===== src/core/amgp_pkg.sv =====
// How it works
// - each unit has eight serial audio input and eight output lanes, sixteen each.
// - each unit-two audio output can feed the matching unit-one audio input.
// - by default MIDI port one serves unit one, MIDI port two unit two.
// - shared setting feeds the first MIDI receive pin to both units.
// - while shared, the second MIDI receive pin is free as general input.
// - second MIDI transmit pin may be used as a general-purpose output.
// - each eligible pin selects normal or general-purpose use on its own.
// - unit-one output bits 0-7: MIDI2 transmit, out lanes 1-3, in lanes 0-3.
// - unit-two output bits 0-7: out lanes 4-7, MIDI2 receive, in lanes 5-7.
// - unit-one input bits 0-3 read audio input lanes 0-3.
// - unit-two input bits read MIDI2 receive pin, then in lanes 5-7.
// - audio bit clock period is sixteen master clock cycles.
// - word select changes eight cycles after the bit clock rises.
// - lane data stable eight cycles around bit clock rise; inputs sampled there.
package amgp_pkg;

  // bit clock divider, counts in master clock cycles
  localparam int          BCK_PERIOD_CYC = 16;
  localparam logic [3:0]  BCK_LAST       = 4'hf;
  localparam logic [3:0]  BCK_FALL       = 4'h7;
  // two synchroniser stages after the rise: samples the pin level at the rise
  localparam logic [3:0]  IN_SAMPLE      = 4'h1;
  localparam int          WS_HALF_BITS_D = 32;
  localparam int          LANES          = 8;

  // register byte offsets
  localparam logic [7:0]  REG_CTRL   = 8'h00;
  localparam logic [7:0]  REG_ROUTE  = 8'h04;
  localparam logic [7:0]  REG_U1_SEL = 8'h08;
  localparam logic [7:0]  REG_U1_DIR = 8'h0c;
  localparam logic [7:0]  REG_U1_OUT = 8'h10;
  localparam logic [7:0]  REG_U1_IN  = 8'h14;
  localparam logic [7:0]  REG_U2_SEL = 8'h18;
  localparam logic [7:0]  REG_U2_DIR = 8'h1c;
  localparam logic [7:0]  REG_U2_OUT = 8'h20;
  localparam logic [7:0]  REG_U2_IN  = 8'h24;
  localparam logic [7:0]  REG_STATUS = 8'h28;

  localparam logic [7:0]  CFG_RESET  = 8'h00;
  localparam int          CTRL_SHARE_BIT  = 0;
  localparam int          STAT_BCK_BIT    = 0;
  localparam int          STAT_WS_BIT     = 1;

  // general-purpose bit to pin map
  localparam int U1_GPO_MIDI2_TX   = 0;
  localparam int U1_GPO_OUT_LANE   = 1;
  localparam int U1_OUT_LANE_FIRST = 1;
  localparam int U1_OUT_LANE_CNT   = 3;
  localparam int U1_GPO_IN_LANE    = 4;
  localparam int U1_IN_LANE_FIRST  = 0;
  localparam int U1_IN_LANE_CNT    = 4;
  localparam int U2_GPO_OUT_LANE   = 0;
  localparam int U2_OUT_LANE_FIRST = 4;
  localparam int U2_OUT_LANE_CNT   = 4;
  localparam int U2_GPO_MIDI2_RX   = 4;
  localparam int U2_GPO_IN_LANE    = 5;
  localparam int U2_IN_LANE_FIRST  = 5;
  localparam int U2_IN_LANE_CNT    = 3;

endpackage : amgp_pkg


===== src/core/amgp_pin_routing.sv =====
// Our own choices: the register offsets and the AHB-Lite interface to the registers.
`timescale 1ns/1ps
module amgp_pin_routing
  import amgp_pkg::*;
#(
  parameter int WS_HALF_BITS = WS_HALF_BITS_D
) (
  // ahb-lite slave
  input  wire logic        hclk,
  input  wire logic        hresetn,
  input  wire logic        hsel,
  input  wire logic [31:0] haddr,
  input  wire logic [1:0]  htrans,
  input  wire logic        hwrite,
  input  wire logic [2:0]  hsize,
  input  wire logic [31:0] hwdata,
  input  wire logic        hready,
  output logic      [31:0] hrdata,
  output logic             hreadyout,
  output logic             hresp,
  // audio clocks
  output logic             audio_bit_clock_out,
  output logic             audio_word_select_out,
  // audio lane pins, lanes 0-7 first unit, 8-15 second unit
  input  wire logic [15:0] serial_audio_in_lane_i,
  output logic      [15:0] serial_audio_in_lane_o,
  output logic      [15:0] serial_audio_in_lane_oe,
  output logic      [15:0] serial_audio_out_lane,
  // midi pins
  input  wire logic        first_midi_receive_pin,
  output logic             first_midi_transmit_pin,
  input  wire logic        second_midi_receive_pin_i,
  output logic             second_midi_receive_pin_o,
  output logic             second_midi_receive_pin_oe,
  output logic             second_midi_transmit_pin,
  // processing unit side
  input  wire logic [7:0]  unit1_audio_out,
  input  wire logic [7:0]  unit2_audio_out,
  output logic      [7:0]  unit1_audio_in,
  output logic      [7:0]  unit2_audio_in,
  output logic             audio_in_strobe,
  output logic             audio_out_strobe,
  input  wire logic        unit1_midi_tx,
  input  wire logic        unit2_midi_tx,
  output logic             unit1_midi_rx,
  output logic             unit2_midi_rx
);

  localparam int WSW = (WS_HALF_BITS > 1) ? $clog2(WS_HALF_BITS) : 1;

  logic [3:0]     bck_cnt;
  logic [WSW-1:0] ws_cnt;
  logic           fall_en;
  logic           sample_en;
  logic [15:0]    in_sync;
  logic [1:0]     midi_sync;
  logic [15:0]    aud_hold;
  logic           midi_share;
  logic [7:0]     route;
  logic [7:0]     u1_sel, u1_dir, u1_out;
  logic [7:0]     u2_sel, u2_dir, u2_out;
  logic [3:0]     u1_gpi, u2_gpi;
  logic [15:0]    out_gp_en, out_gp_val;
  logic [15:0]    in_gp_oe, in_gp_val;
  logic [3:0]     next_u1_gpi, next_u2_gpi;
  logic           wr_ph, rd_ph1;
  logic [7:0]     addr_q;
  logic [31:0]    next_rdata;

  amgp_sync #(.W(16)) u_sync_lanes (
    .hclk    (hclk),
    .hresetn (hresetn),
    .d       (serial_audio_in_lane_i),
    .q       (in_sync)
  );

  amgp_sync #(.W(2), .RST_VAL('1)) u_sync_midi ( // idle high, no false start
    .hclk    (hclk),
    .hresetn (hresetn),
    .d       ({second_midi_receive_pin_i, first_midi_receive_pin}),
    .q       (midi_sync)
  );

  // bit clock and word select from one divider
  assign fall_en          = (bck_cnt == BCK_FALL);
  assign sample_en        = (bck_cnt == IN_SAMPLE);
  assign audio_out_strobe = fall_en & audio_bit_clock_out;

  always_ff @(posedge hclk or negedge hresetn) begin
    if (!hresetn) begin
      bck_cnt             <= 4'h0;
      audio_bit_clock_out <= 1'b0;
    end else begin
      bck_cnt <= bck_cnt + 4'h1;
      if (bck_cnt == BCK_LAST) begin
        audio_bit_clock_out <= 1'b1;
      end else if (fall_en) begin
        audio_bit_clock_out <= 1'b0;
      end
    end
  end

  // word select moves with the falling edge, mid-period of the bit clock
  always_ff @(posedge hclk or negedge hresetn) begin
    if (!hresetn) begin
      ws_cnt                <= '0;
      audio_word_select_out <= 1'b0;
    end else if (fall_en) begin
      if (ws_cnt == WSW'(WS_HALF_BITS - 1)) begin
        ws_cnt                <= '0;
        audio_word_select_out <= ~audio_word_select_out;
      end else begin
        ws_cnt <= ws_cnt + WSW'(1);
      end
    end
  end

  // unit outputs are taken at the fall so pins settle mid-period
  always_ff @(posedge hclk or negedge hresetn) begin
    if (!hresetn) begin
      aud_hold <= 16'h0000;
    end else if (audio_out_strobe) begin
      aud_hold <= {unit2_audio_out, unit1_audio_out};
    end
  end

  // 20-bit slots are the source's duty; lanes are passed bit by bit
  always_ff @(posedge hclk or negedge hresetn) begin
    if (!hresetn) begin
      unit1_audio_in  <= 8'h00;
      unit2_audio_in  <= 8'h00;
      audio_in_strobe <= 1'b0;
    end else begin
      audio_in_strobe <= sample_en & audio_bit_clock_out;
      if (sample_en && audio_bit_clock_out) begin
        unit1_audio_in <= (route & aud_hold[15:8])
                        | (~route & in_sync[7:0]);
        unit2_audio_in <= in_sync[15:8];
      end
    end
  end

  // general-purpose pin map
  always_comb begin
    out_gp_en  = 16'h0000;
    out_gp_val = 16'h0000;
    in_gp_oe   = 16'h0000;
    in_gp_val  = 16'h0000;
    for (int i = 0; i < U1_OUT_LANE_CNT; i++) begin
      out_gp_en[U1_OUT_LANE_FIRST+i]  = u1_sel[U1_GPO_OUT_LANE+i];
      out_gp_val[U1_OUT_LANE_FIRST+i] = u1_out[U1_GPO_OUT_LANE+i];
    end
    for (int i = 0; i < U2_OUT_LANE_CNT; i++) begin
      out_gp_en[U2_OUT_LANE_FIRST+i]  = u2_sel[U2_GPO_OUT_LANE+i];
      out_gp_val[U2_OUT_LANE_FIRST+i] = u2_out[U2_GPO_OUT_LANE+i];
    end
    for (int i = 0; i < U1_IN_LANE_CNT; i++) begin
      in_gp_oe[U1_IN_LANE_FIRST+i]  = u1_sel[U1_GPO_IN_LANE+i]
                                    & u1_dir[U1_GPO_IN_LANE+i];
      in_gp_val[U1_IN_LANE_FIRST+i] = u1_out[U1_GPO_IN_LANE+i];
    end
    for (int i = 0; i < U2_IN_LANE_CNT; i++) begin
      in_gp_oe[U2_IN_LANE_FIRST+i]  = u2_sel[U2_GPO_IN_LANE+i]
                                    & u2_dir[U2_GPO_IN_LANE+i];
      in_gp_val[U2_IN_LANE_FIRST+i] = u2_out[U2_GPO_IN_LANE+i];
    end
  end

  always_comb begin
    next_u1_gpi    = 4'h0;
    next_u2_gpi    = 4'h0;
    for (int i = 0; i < U1_IN_LANE_CNT; i++) begin
      next_u1_gpi[i] = in_sync[U1_IN_LANE_FIRST+i];
    end
    // free whenever shared; still readable otherwise
    next_u2_gpi[0] = midi_sync[1];
    for (int i = 0; i < U2_IN_LANE_CNT; i++) begin
      next_u2_gpi[1+i] = in_sync[U2_IN_LANE_FIRST+i];
    end
  end

  // pin drivers, all registered
  always_ff @(posedge hclk or negedge hresetn) begin
    if (!hresetn) begin
      serial_audio_out_lane   <= 16'h0000;
      serial_audio_in_lane_o  <= 16'h0000;
      serial_audio_in_lane_oe <= 16'h0000;
      u1_gpi                  <= 4'h0;
      u2_gpi                  <= 4'h1; // midi pin idles high
    end else begin
      serial_audio_out_lane   <= (out_gp_en & out_gp_val)
                               | (~out_gp_en & aud_hold);
      serial_audio_in_lane_o  <= in_gp_val;
      serial_audio_in_lane_oe <= in_gp_oe;
      u1_gpi                  <= next_u1_gpi;
      u2_gpi                  <= next_u2_gpi;
    end
  end

  always_ff @(posedge hclk or negedge hresetn) begin
    if (!hresetn) begin
      unit1_midi_rx              <= 1'b1;
      unit2_midi_rx              <= 1'b1;
      first_midi_transmit_pin    <= 1'b1;
      second_midi_transmit_pin   <= 1'b1;
      second_midi_receive_pin_o  <= 1'b0;
      second_midi_receive_pin_oe <= 1'b0;
    end else begin
      unit1_midi_rx           <= midi_sync[0];
      unit2_midi_rx           <= midi_share ? midi_sync[0]
                                            : midi_sync[1];
      first_midi_transmit_pin <= unit1_midi_tx;
      second_midi_transmit_pin <= u1_sel[U1_GPO_MIDI2_TX]
                                ? u1_out[U1_GPO_MIDI2_TX]
                                : unit2_midi_tx;
      second_midi_receive_pin_o  <= u2_out[U2_GPO_MIDI2_RX];
      second_midi_receive_pin_oe <= u2_sel[U2_GPO_MIDI2_RX]
                                  & u2_dir[U2_GPO_MIDI2_RX];
    end
  end

  // ahb-lite: writes in one data cycle, reads take one wait state
  assign hreadyout = ~rd_ph1;
  assign hresp     = 1'b0;

  always_ff @(posedge hclk or negedge hresetn) begin
    if (!hresetn) begin
      wr_ph  <= 1'b0;
      rd_ph1 <= 1'b0;
      addr_q <= 8'h00;
    end else begin
      rd_ph1 <= 1'b0;
      if (hready) begin
        wr_ph  <= hsel & htrans[1] & hwrite;
        rd_ph1 <= hsel & htrans[1] & ~hwrite;
        addr_q <= {haddr[7:2], 2'b00};
      end
    end
  end

  // unmapped offsets read zero and ignore writes
  always_comb begin
    next_rdata = 32'h0000_0000;
    case (addr_q)
      REG_CTRL:   next_rdata[CTRL_SHARE_BIT] = midi_share;
      REG_ROUTE:  next_rdata[7:0] = route;
      REG_U1_SEL: next_rdata[7:0] = u1_sel;
      REG_U1_DIR: next_rdata[7:0] = u1_dir;
      REG_U1_OUT: next_rdata[7:0] = u1_out;
      REG_U1_IN:  next_rdata[3:0] = u1_gpi;
      REG_U2_SEL: next_rdata[7:0] = u2_sel;
      REG_U2_DIR: next_rdata[7:0] = u2_dir;
      REG_U2_OUT: next_rdata[7:0] = u2_out;
      REG_U2_IN:  next_rdata[3:0] = u2_gpi;
      REG_STATUS: begin
        next_rdata[STAT_BCK_BIT] = audio_bit_clock_out;
        next_rdata[STAT_WS_BIT]  = audio_word_select_out;
      end
      default:    next_rdata = 32'h0000_0000;
    endcase
  end

  always_ff @(posedge hclk or negedge hresetn) begin
    if (!hresetn) begin
      hrdata <= 32'h0000_0000;
    end else if (rd_ph1) begin
      hrdata <= next_rdata;
    end
  end

  // configuration applies on the next edge, no reset needed
  always_ff @(posedge hclk or negedge hresetn) begin
    if (!hresetn) begin
      midi_share <= 1'b0;
      route      <= CFG_RESET;
      u1_sel     <= CFG_RESET;
      u1_dir     <= CFG_RESET;
      u1_out     <= CFG_RESET;
      u2_sel     <= CFG_RESET;
      u2_dir     <= CFG_RESET;
      u2_out     <= CFG_RESET;
    end else if (wr_ph) begin
      case (addr_q)
        REG_CTRL:   midi_share <= hwdata[CTRL_SHARE_BIT];
        REG_ROUTE:  route      <= hwdata[7:0];
        REG_U1_SEL: u1_sel     <= hwdata[7:0];
        REG_U1_DIR: u1_dir     <= hwdata[7:0];
        REG_U1_OUT: u1_out     <= hwdata[7:0];
        REG_U2_SEL: u2_sel     <= hwdata[7:0];
        REG_U2_DIR: u2_dir     <= hwdata[7:0];
        REG_U2_OUT: u2_out     <= hwdata[7:0];
        default:    route      <= route;
      endcase
    end
  end

  property p_bck_period;
    @(posedge hclk) disable iff (!hresetn)
      $rose(audio_bit_clock_out) |-> ##16 $rose(audio_bit_clock_out);
  endproperty
  a_bck_period: assert property (p_bck_period)
    else $error("bit clock period is not sixteen cycles");

  property p_ws_mid;
    @(posedge hclk) disable iff (!hresetn)
      $changed(audio_word_select_out) |->
        $fell(audio_bit_clock_out) && $past(audio_bit_clock_out, 8)
        && !$past(audio_bit_clock_out, 9);
  endproperty
  a_ws_mid: assert property (p_ws_mid)
    else $error("word select changed away from mid-period");

  property p_out_hold;
    @(posedge hclk) disable iff (!hresetn)
      $changed(aud_hold) |-> $fell(audio_bit_clock_out);
  endproperty
  a_out_hold: assert property (p_out_hold)
    else $error("audio output data changed outside the bit clock fall");

  property p_in_sample;
    @(posedge hclk) disable iff (!hresetn)
      audio_in_strobe |-> audio_bit_clock_out
        && $past(audio_bit_clock_out, 2) && !$past(audio_bit_clock_out, 3);
  endproperty
  a_in_sample: assert property (p_in_sample)
    else $error("input strobe not tied to the bit clock rise");

  property p_route;
    @(posedge hclk) disable iff (!hresetn)
      audio_in_strobe |-> unit1_audio_in ==
        (($past(route) & $past(aud_hold[15:8]))
        | (~$past(route) & $past(in_sync[7:0])));
  endproperty
  a_route: assert property (p_route)
    else $error("unit one input routing wrong");

  property p_midi_rx;
    @(posedge hclk) disable iff (!hresetn)
      $past(midi_share) |-> unit2_midi_rx == $past(midi_sync[0])
        && unit1_midi_rx == $past(midi_sync[0]);
  endproperty
  a_midi_rx: assert property (p_midi_rx)
    else $error("shared midi receive not seen by both units");

  property p_midi_dflt;
    @(posedge hclk) disable iff (!hresetn)
      !$past(midi_share) |-> unit2_midi_rx == $past(midi_sync[1])
        && first_midi_transmit_pin == $past(unit1_midi_tx);
  endproperty
  a_midi_dflt: assert property (p_midi_dflt)
    else $error("default midi assignment wrong");

  property p_gpo_tx;
    @(posedge hclk) disable iff (!hresetn)
      $past(u1_sel[U1_GPO_MIDI2_TX]) |->
        second_midi_transmit_pin == $past(u1_out[U1_GPO_MIDI2_TX]);
  endproperty
  a_gpo_tx: assert property (p_gpo_tx)
    else $error("second midi transmit pin not driven by gp output");

  property p_gpo_rx_pin;
    @(posedge hclk) disable iff (!hresetn)
      $past(u2_sel[U2_GPO_MIDI2_RX] & u2_dir[U2_GPO_MIDI2_RX]) |->
        second_midi_receive_pin_oe
        && second_midi_receive_pin_o == $past(u2_out[U2_GPO_MIDI2_RX]);
  endproperty
  a_gpo_rx_pin: assert property (p_gpo_rx_pin)
    else $error("second midi receive pin gp drive wrong");

  property p_gpi;
    @(posedge hclk) disable iff (!hresetn)
      ##1 u1_gpi == $past(in_sync[3:0]) && u2_gpi[0] == $past(midi_sync[1]);
  endproperty
  a_gpi: assert property (p_gpi)
    else $error("gp input bits do not follow the pins");

  property p_cfg_write;
    @(posedge hclk) disable iff (!hresetn)
      wr_ph && addr_q == REG_ROUTE |=> route == $past(hwdata[7:0]);
  endproperty
  a_cfg_write: assert property (p_cfg_write)
    else $error("routing register write not taken");

endmodule : amgp_pin_routing


===== src/core/amgp_sync.sv =====
`timescale 1ns/1ps
module amgp_sync #(
  parameter int           W       = 1,
  // level held through reset, the idle level of the pin
  parameter logic [W-1:0] RST_VAL = '0
) (
  // clock and reset
  input  wire logic         hclk,
  input  wire logic         hresetn,
  // level to bring in, and its synchronised copy
  input  wire logic [W-1:0] d,
  output logic      [W-1:0] q
);

  logic [W-1:0] meta;

  always_ff @(posedge hclk or negedge hresetn) begin
    if (!hresetn) begin
      meta <= RST_VAL;
      q    <= RST_VAL;
    end else begin
      meta <= d;
      q    <= meta;
    end
  end

endmodule : amgp_sync


===== config.mk =====
export PLATFORM = sky130hd
export DESIGN_NAME = amgp_pin_routing
export DESIGN_NICKNAME = d
export VERILOG_FILES = /design/src/core/amgp_pkg.sv /design/src/core/amgp_pin_routing.sv /design/src/core/amgp_sync.sv
export SDC_FILE = /design/constraint.sdc
export NUM_CORES = 1
export LEC_CHECK = 0
export BUFFER_PORTS_ARGS = -buffer_cell sky130_fd_sc_hd__clkbuf_2
export CAP_MARGIN = 10
export CELL_PAD_IN_SITES_DETAIL_PLACEMENT = 2
export CELL_PAD_IN_SITES_GLOBAL_PLACEMENT = 2
export CORE_UTILIZATION = 35
export DETAILED_ROUTE_END_ITERATION = 10
export PLACE_DENSITY = 0.85
export SLEW_MARGIN = 20
export SYNTH_ARGS = -nofsm -noshare
export SYNTH_HDL_FRONTEND = slang
export SYNTH_SLANG_ARGS = --single-unit

===== constraint.sdc =====
create_clock -name hclk -period 2.19 [get_ports hclk]
set_input_delay 0.438 -clock hclk [delete_from_list [all_inputs] [get_ports hclk]]
set_output_delay 0.438 -clock hclk [all_outputs]
set_load 0.01 [all_outputs]

==> results.cfg <==
[detailed_routing]
vias = 4819
drt_wl_total_um = 21400
drtPass1Iterations = 6
routed_via_density = 4.95
drt_first_iter_violations = 232
ant_nets = 0
drc = 0
wl_per_cell_um = 22.0

[synth]
ys.flop_type = dfrtp_1
ys_warn_count = 0
postSynthCellCount = 532
synth_common_cells = dfrtp_1 (188), mux2_2 (101), buf_4 (45)
synthArstFlopShare = 1.00
yosysTopAreaCellShare = 0.606
synth_most_common_cell = dfrtp_1
seq_area_frac_synth = 0.636
synth_top_area_cell = dfrtp_1
synth_seq_cells = 197
synth.distinct_cells = 54
synth_edf_count = 0
synth_area_um2 = 7760
synthTopCellsByArea = dfrtp_1 (61%), mux2_2 (15%), buf_4 (4.4%)
syn_avg_cell_area_um2 = 14.6

[floorplan]
placementRows = 54
ios = 218
core-area_um2 = 21800
dieHeight_um = 151
initial_core_util = 0.357
die-area_um2 = 22800
die-width_um = 151

[sta]
rsz0062_at_grt = true
finClkSkew_ns = 0.00794
setup-violations-final = 0
fmax_ghz = 0.473
max_slew.worst_pin.slew_ns = 0.664
min_period_over_period = 0.964
fin_tns_setup_ns = 0
slew_headroom = 0.557
hold_viol_final = 0
period_minus_slack_ns = 2.11
finalMaxSlewViolations = 0

[finish]
diodes = 0
design_area_um2 = 9300
drive_gt1_frac = 0.444
final.fill_count = 2185
seq_area_um2 = 4940
fin_nets = 795
syn2layout_area_growth_pct = 19.7
multi_input_area_um2 = 2560

[clock_network]
cts_tree = yes
ctsHtreeMaxLevel = 4
numCtsBuffers = 17
clkTransAtPathRegs_ns = 0.07
clock_latency_ns = 0.44
clock_path_buffers = 2
post_cts_buffers = 0
ctsRootBufferMaster = clkbuf_16
clock_sinks = 197

[setup_path]
cp-end-kind = output port
crit_type = flop to output port
critPathRequiredTime_ns = 1.75
crit_path_start_kind = flop
crit_fanout = 4
cp_data_arrival_time_ns = 1.67

[pwr]
ir_drop_v = 0.000554
leakage_nw = 4.35
power_density_nw_per_um2 = 862

[run_status]
status = finished clean

[grt]
grt_pass1_wl_um = 33200
antenna_found_initial = 0
gr-usage-all-layers = 0.201
globalRoute.totalOverflow = 0
grt_pass1_vias = 5504
grt_start_max_net_pins = 65

[job]
max_cap_violations = 0

[worst_hold_path]
holdCritPathClass = input pin to flop

[place]
place_area_um2 = 8700
gp_congestion = 0.841
io_buffers = 120
hpwl_um = 15200
[state kept, by name (all words and copies together), names as in the netlist, 2 cells and up]
| name | cells |
|---|---|
| u_sync_lanes.meta | 16 |
| u1_sel | 8 |
| aud_hold | 16 |
| serial_audio_in_lane_oe | 7 |
| ws_cnt | 5 |
| addr_q | 6 |
| u2_out | 8 |
| unit1_audio_in | 8 |
| u1_out | 8 |
| u2_dir | 8 |
| unit2_audio_in | 8 |
| u2_gpi | 4 |
| route | 8 |
| u_sync_midi.meta | 2 |
| hrdata | 8 |
| u1_gpi | 4 |
| u2_sel | 8 |
| u_sync_midi.q | 2 |
| serial_audio_in_lane_o | 7 |
| bck_cnt | 4 |
| u_sync_lanes.q | 16 |
| u1_dir | 8 |
| serial_audio_out_lane | 16 |
[critical path: stages, from the launching register on]
cell	delay, ns
dfrtp_1	0.41
ha_2	0.22
nand2_1	0.12
nor2_4	0.17
nand2_2	0.11
inv_1	0.08
clkbuf_2	0.13
[layout make-up]
class / instances / share of cell area
Clock buffer: 20 / 0.0481
Clock inverter: 12 / 0.0129
Inverter: 8 / 0.00323
Multi-Input combinational cell: 310 / 0.276
Sequential cell: 197 / 0.532
Tap cell: 280 / 0.0377
Timing Repair Buffer: 147 / 0.0903
[logic make-up after synthesis]
family                     share of synthesized area
DFF                                            0.636
other                                       0.000483
muxes                                          0.183
AOI/OAI and AO/OA                             0.0453
adders and majority gates                    0.00645
xor gates and xnor gates                     0.00338
and+or+nand+nor                               0.0683
buffers and inverters                         0.0572
[cells in the final DEF (no fill, tap or decap), types with 3 or more instances in the layout]
master / synthesis / routed
inv_6: 0 / 4
mux4_2: 4 / 4
clkbuf_16: 0 / 17
dfrtp_1: 188 / 186
mux2_1: 8 / 8
nand3_1: 9 / 9
a22oi_1: 9 / 9
conb_1: 1 / 43
o2bb2ai_1: 5 / 5
inv_1: 7 / 7
mux2i_1: 10 / 10
o21ai_0: 8 / 8
dfstp_2: 9 / 9
nand3b_1: 4 / 4
mux2_2: 101 / 101
ha_1: 4 / 3
nand2_1: 18 / 17
buf_4: 45 / 24
a21oi_1: 16 / 16
clkbuf_2: 0 / 119
nor2_1: 17 / 16
o22ai_1: 6 / 6
nor2b_1: 4 / 4
clkinvlp_4: 0 / 4
and2_1: 10 / 10
[final timing paths]
check / from / to / slack, ns / cells after the start
worst max-delay path: bck_cnt[0]$_DFF_PN0_ / audio_out_strobe / 0.08 / 6
min in group asynchronous: hresetn / serial_audio_out_lane[13]$_DFF_PN0_ / 0.56 / 2
worst max register to register: addr_q[4]$_DFFE_PN0P_ / u2_out[0]$_DFFE_PN0P_ / 0.12 / 4
worst min-delay path: second_midi_receive_pin_i / u_sync_midi.meta[1]$_DFF_PN1_ / 0.08 / 1
max in group asynchronous: hresetn / second_midi_transmit_pin$_DFF_PN1_ / 0.87 / 3
worst min register to register: u_sync_lanes.meta[6]$_DFF_PN0_ / u_sync_lanes.q[6]$_DFF_PN0_ / 0.35 / 0
[where the power goes]
| part | internal (mW) | total, mW | leakage (nW) | switching, mW |
|---|---|---|---|---|
| registers | 3.92 | 4.16 | 2.38 | 0.241 |
| clock network | 1.62 | 3.07 | 0.266 | 1.45 |
| logic | 0.370 | 0.791 | 1.71 | 0.421 |
[through the flow]
stage / hold WS (ns) / std cells / utilization / power (mW) / setup WS [ns]
finish: 0.0786 / 974 / 0.427 / 8.02 / 0.0780
global route: 0.0674 / 974 / 0.427 / 8.32 / -0.0430
CTS: 0.0609 / 974 / 0.427 / 8.10 / -0.00207
detailed placement: 0.336 / 941 / 0.400 / 5.01 / 0.0415
global placement: 0.331 / 941 / 0.400 / 4.92 / 0.173
floorplan: 0.142 / 574 / - / 4.63 / 0.430
[routing by layer]
layer | share of wire | global-route usage | vias to the layer above
met5 | 0 | 0 | -
met4 | 0.032 | 0.101 | 0
met3 | 0.045 | 0.0425 | 49
met2 | 0.52 | 0.339 | 175
met1 | 0.40 | 0.243 | 2515
li1 | - | - | 2080
[what timing repair did]
| action | CTS | global route |
|---|---|---|
| hold buffers | 1 | 0 |
| cloned | 0 | 0 |
| setup endpoints to repair | 2 | 11 |
| pin swaps | 0 | 0 |
| gates resized for setup | 3 | 3 |
| hold endpoints to repair | 18 | 0 |
Note: power is estimated with default switching activity, not from simulation.
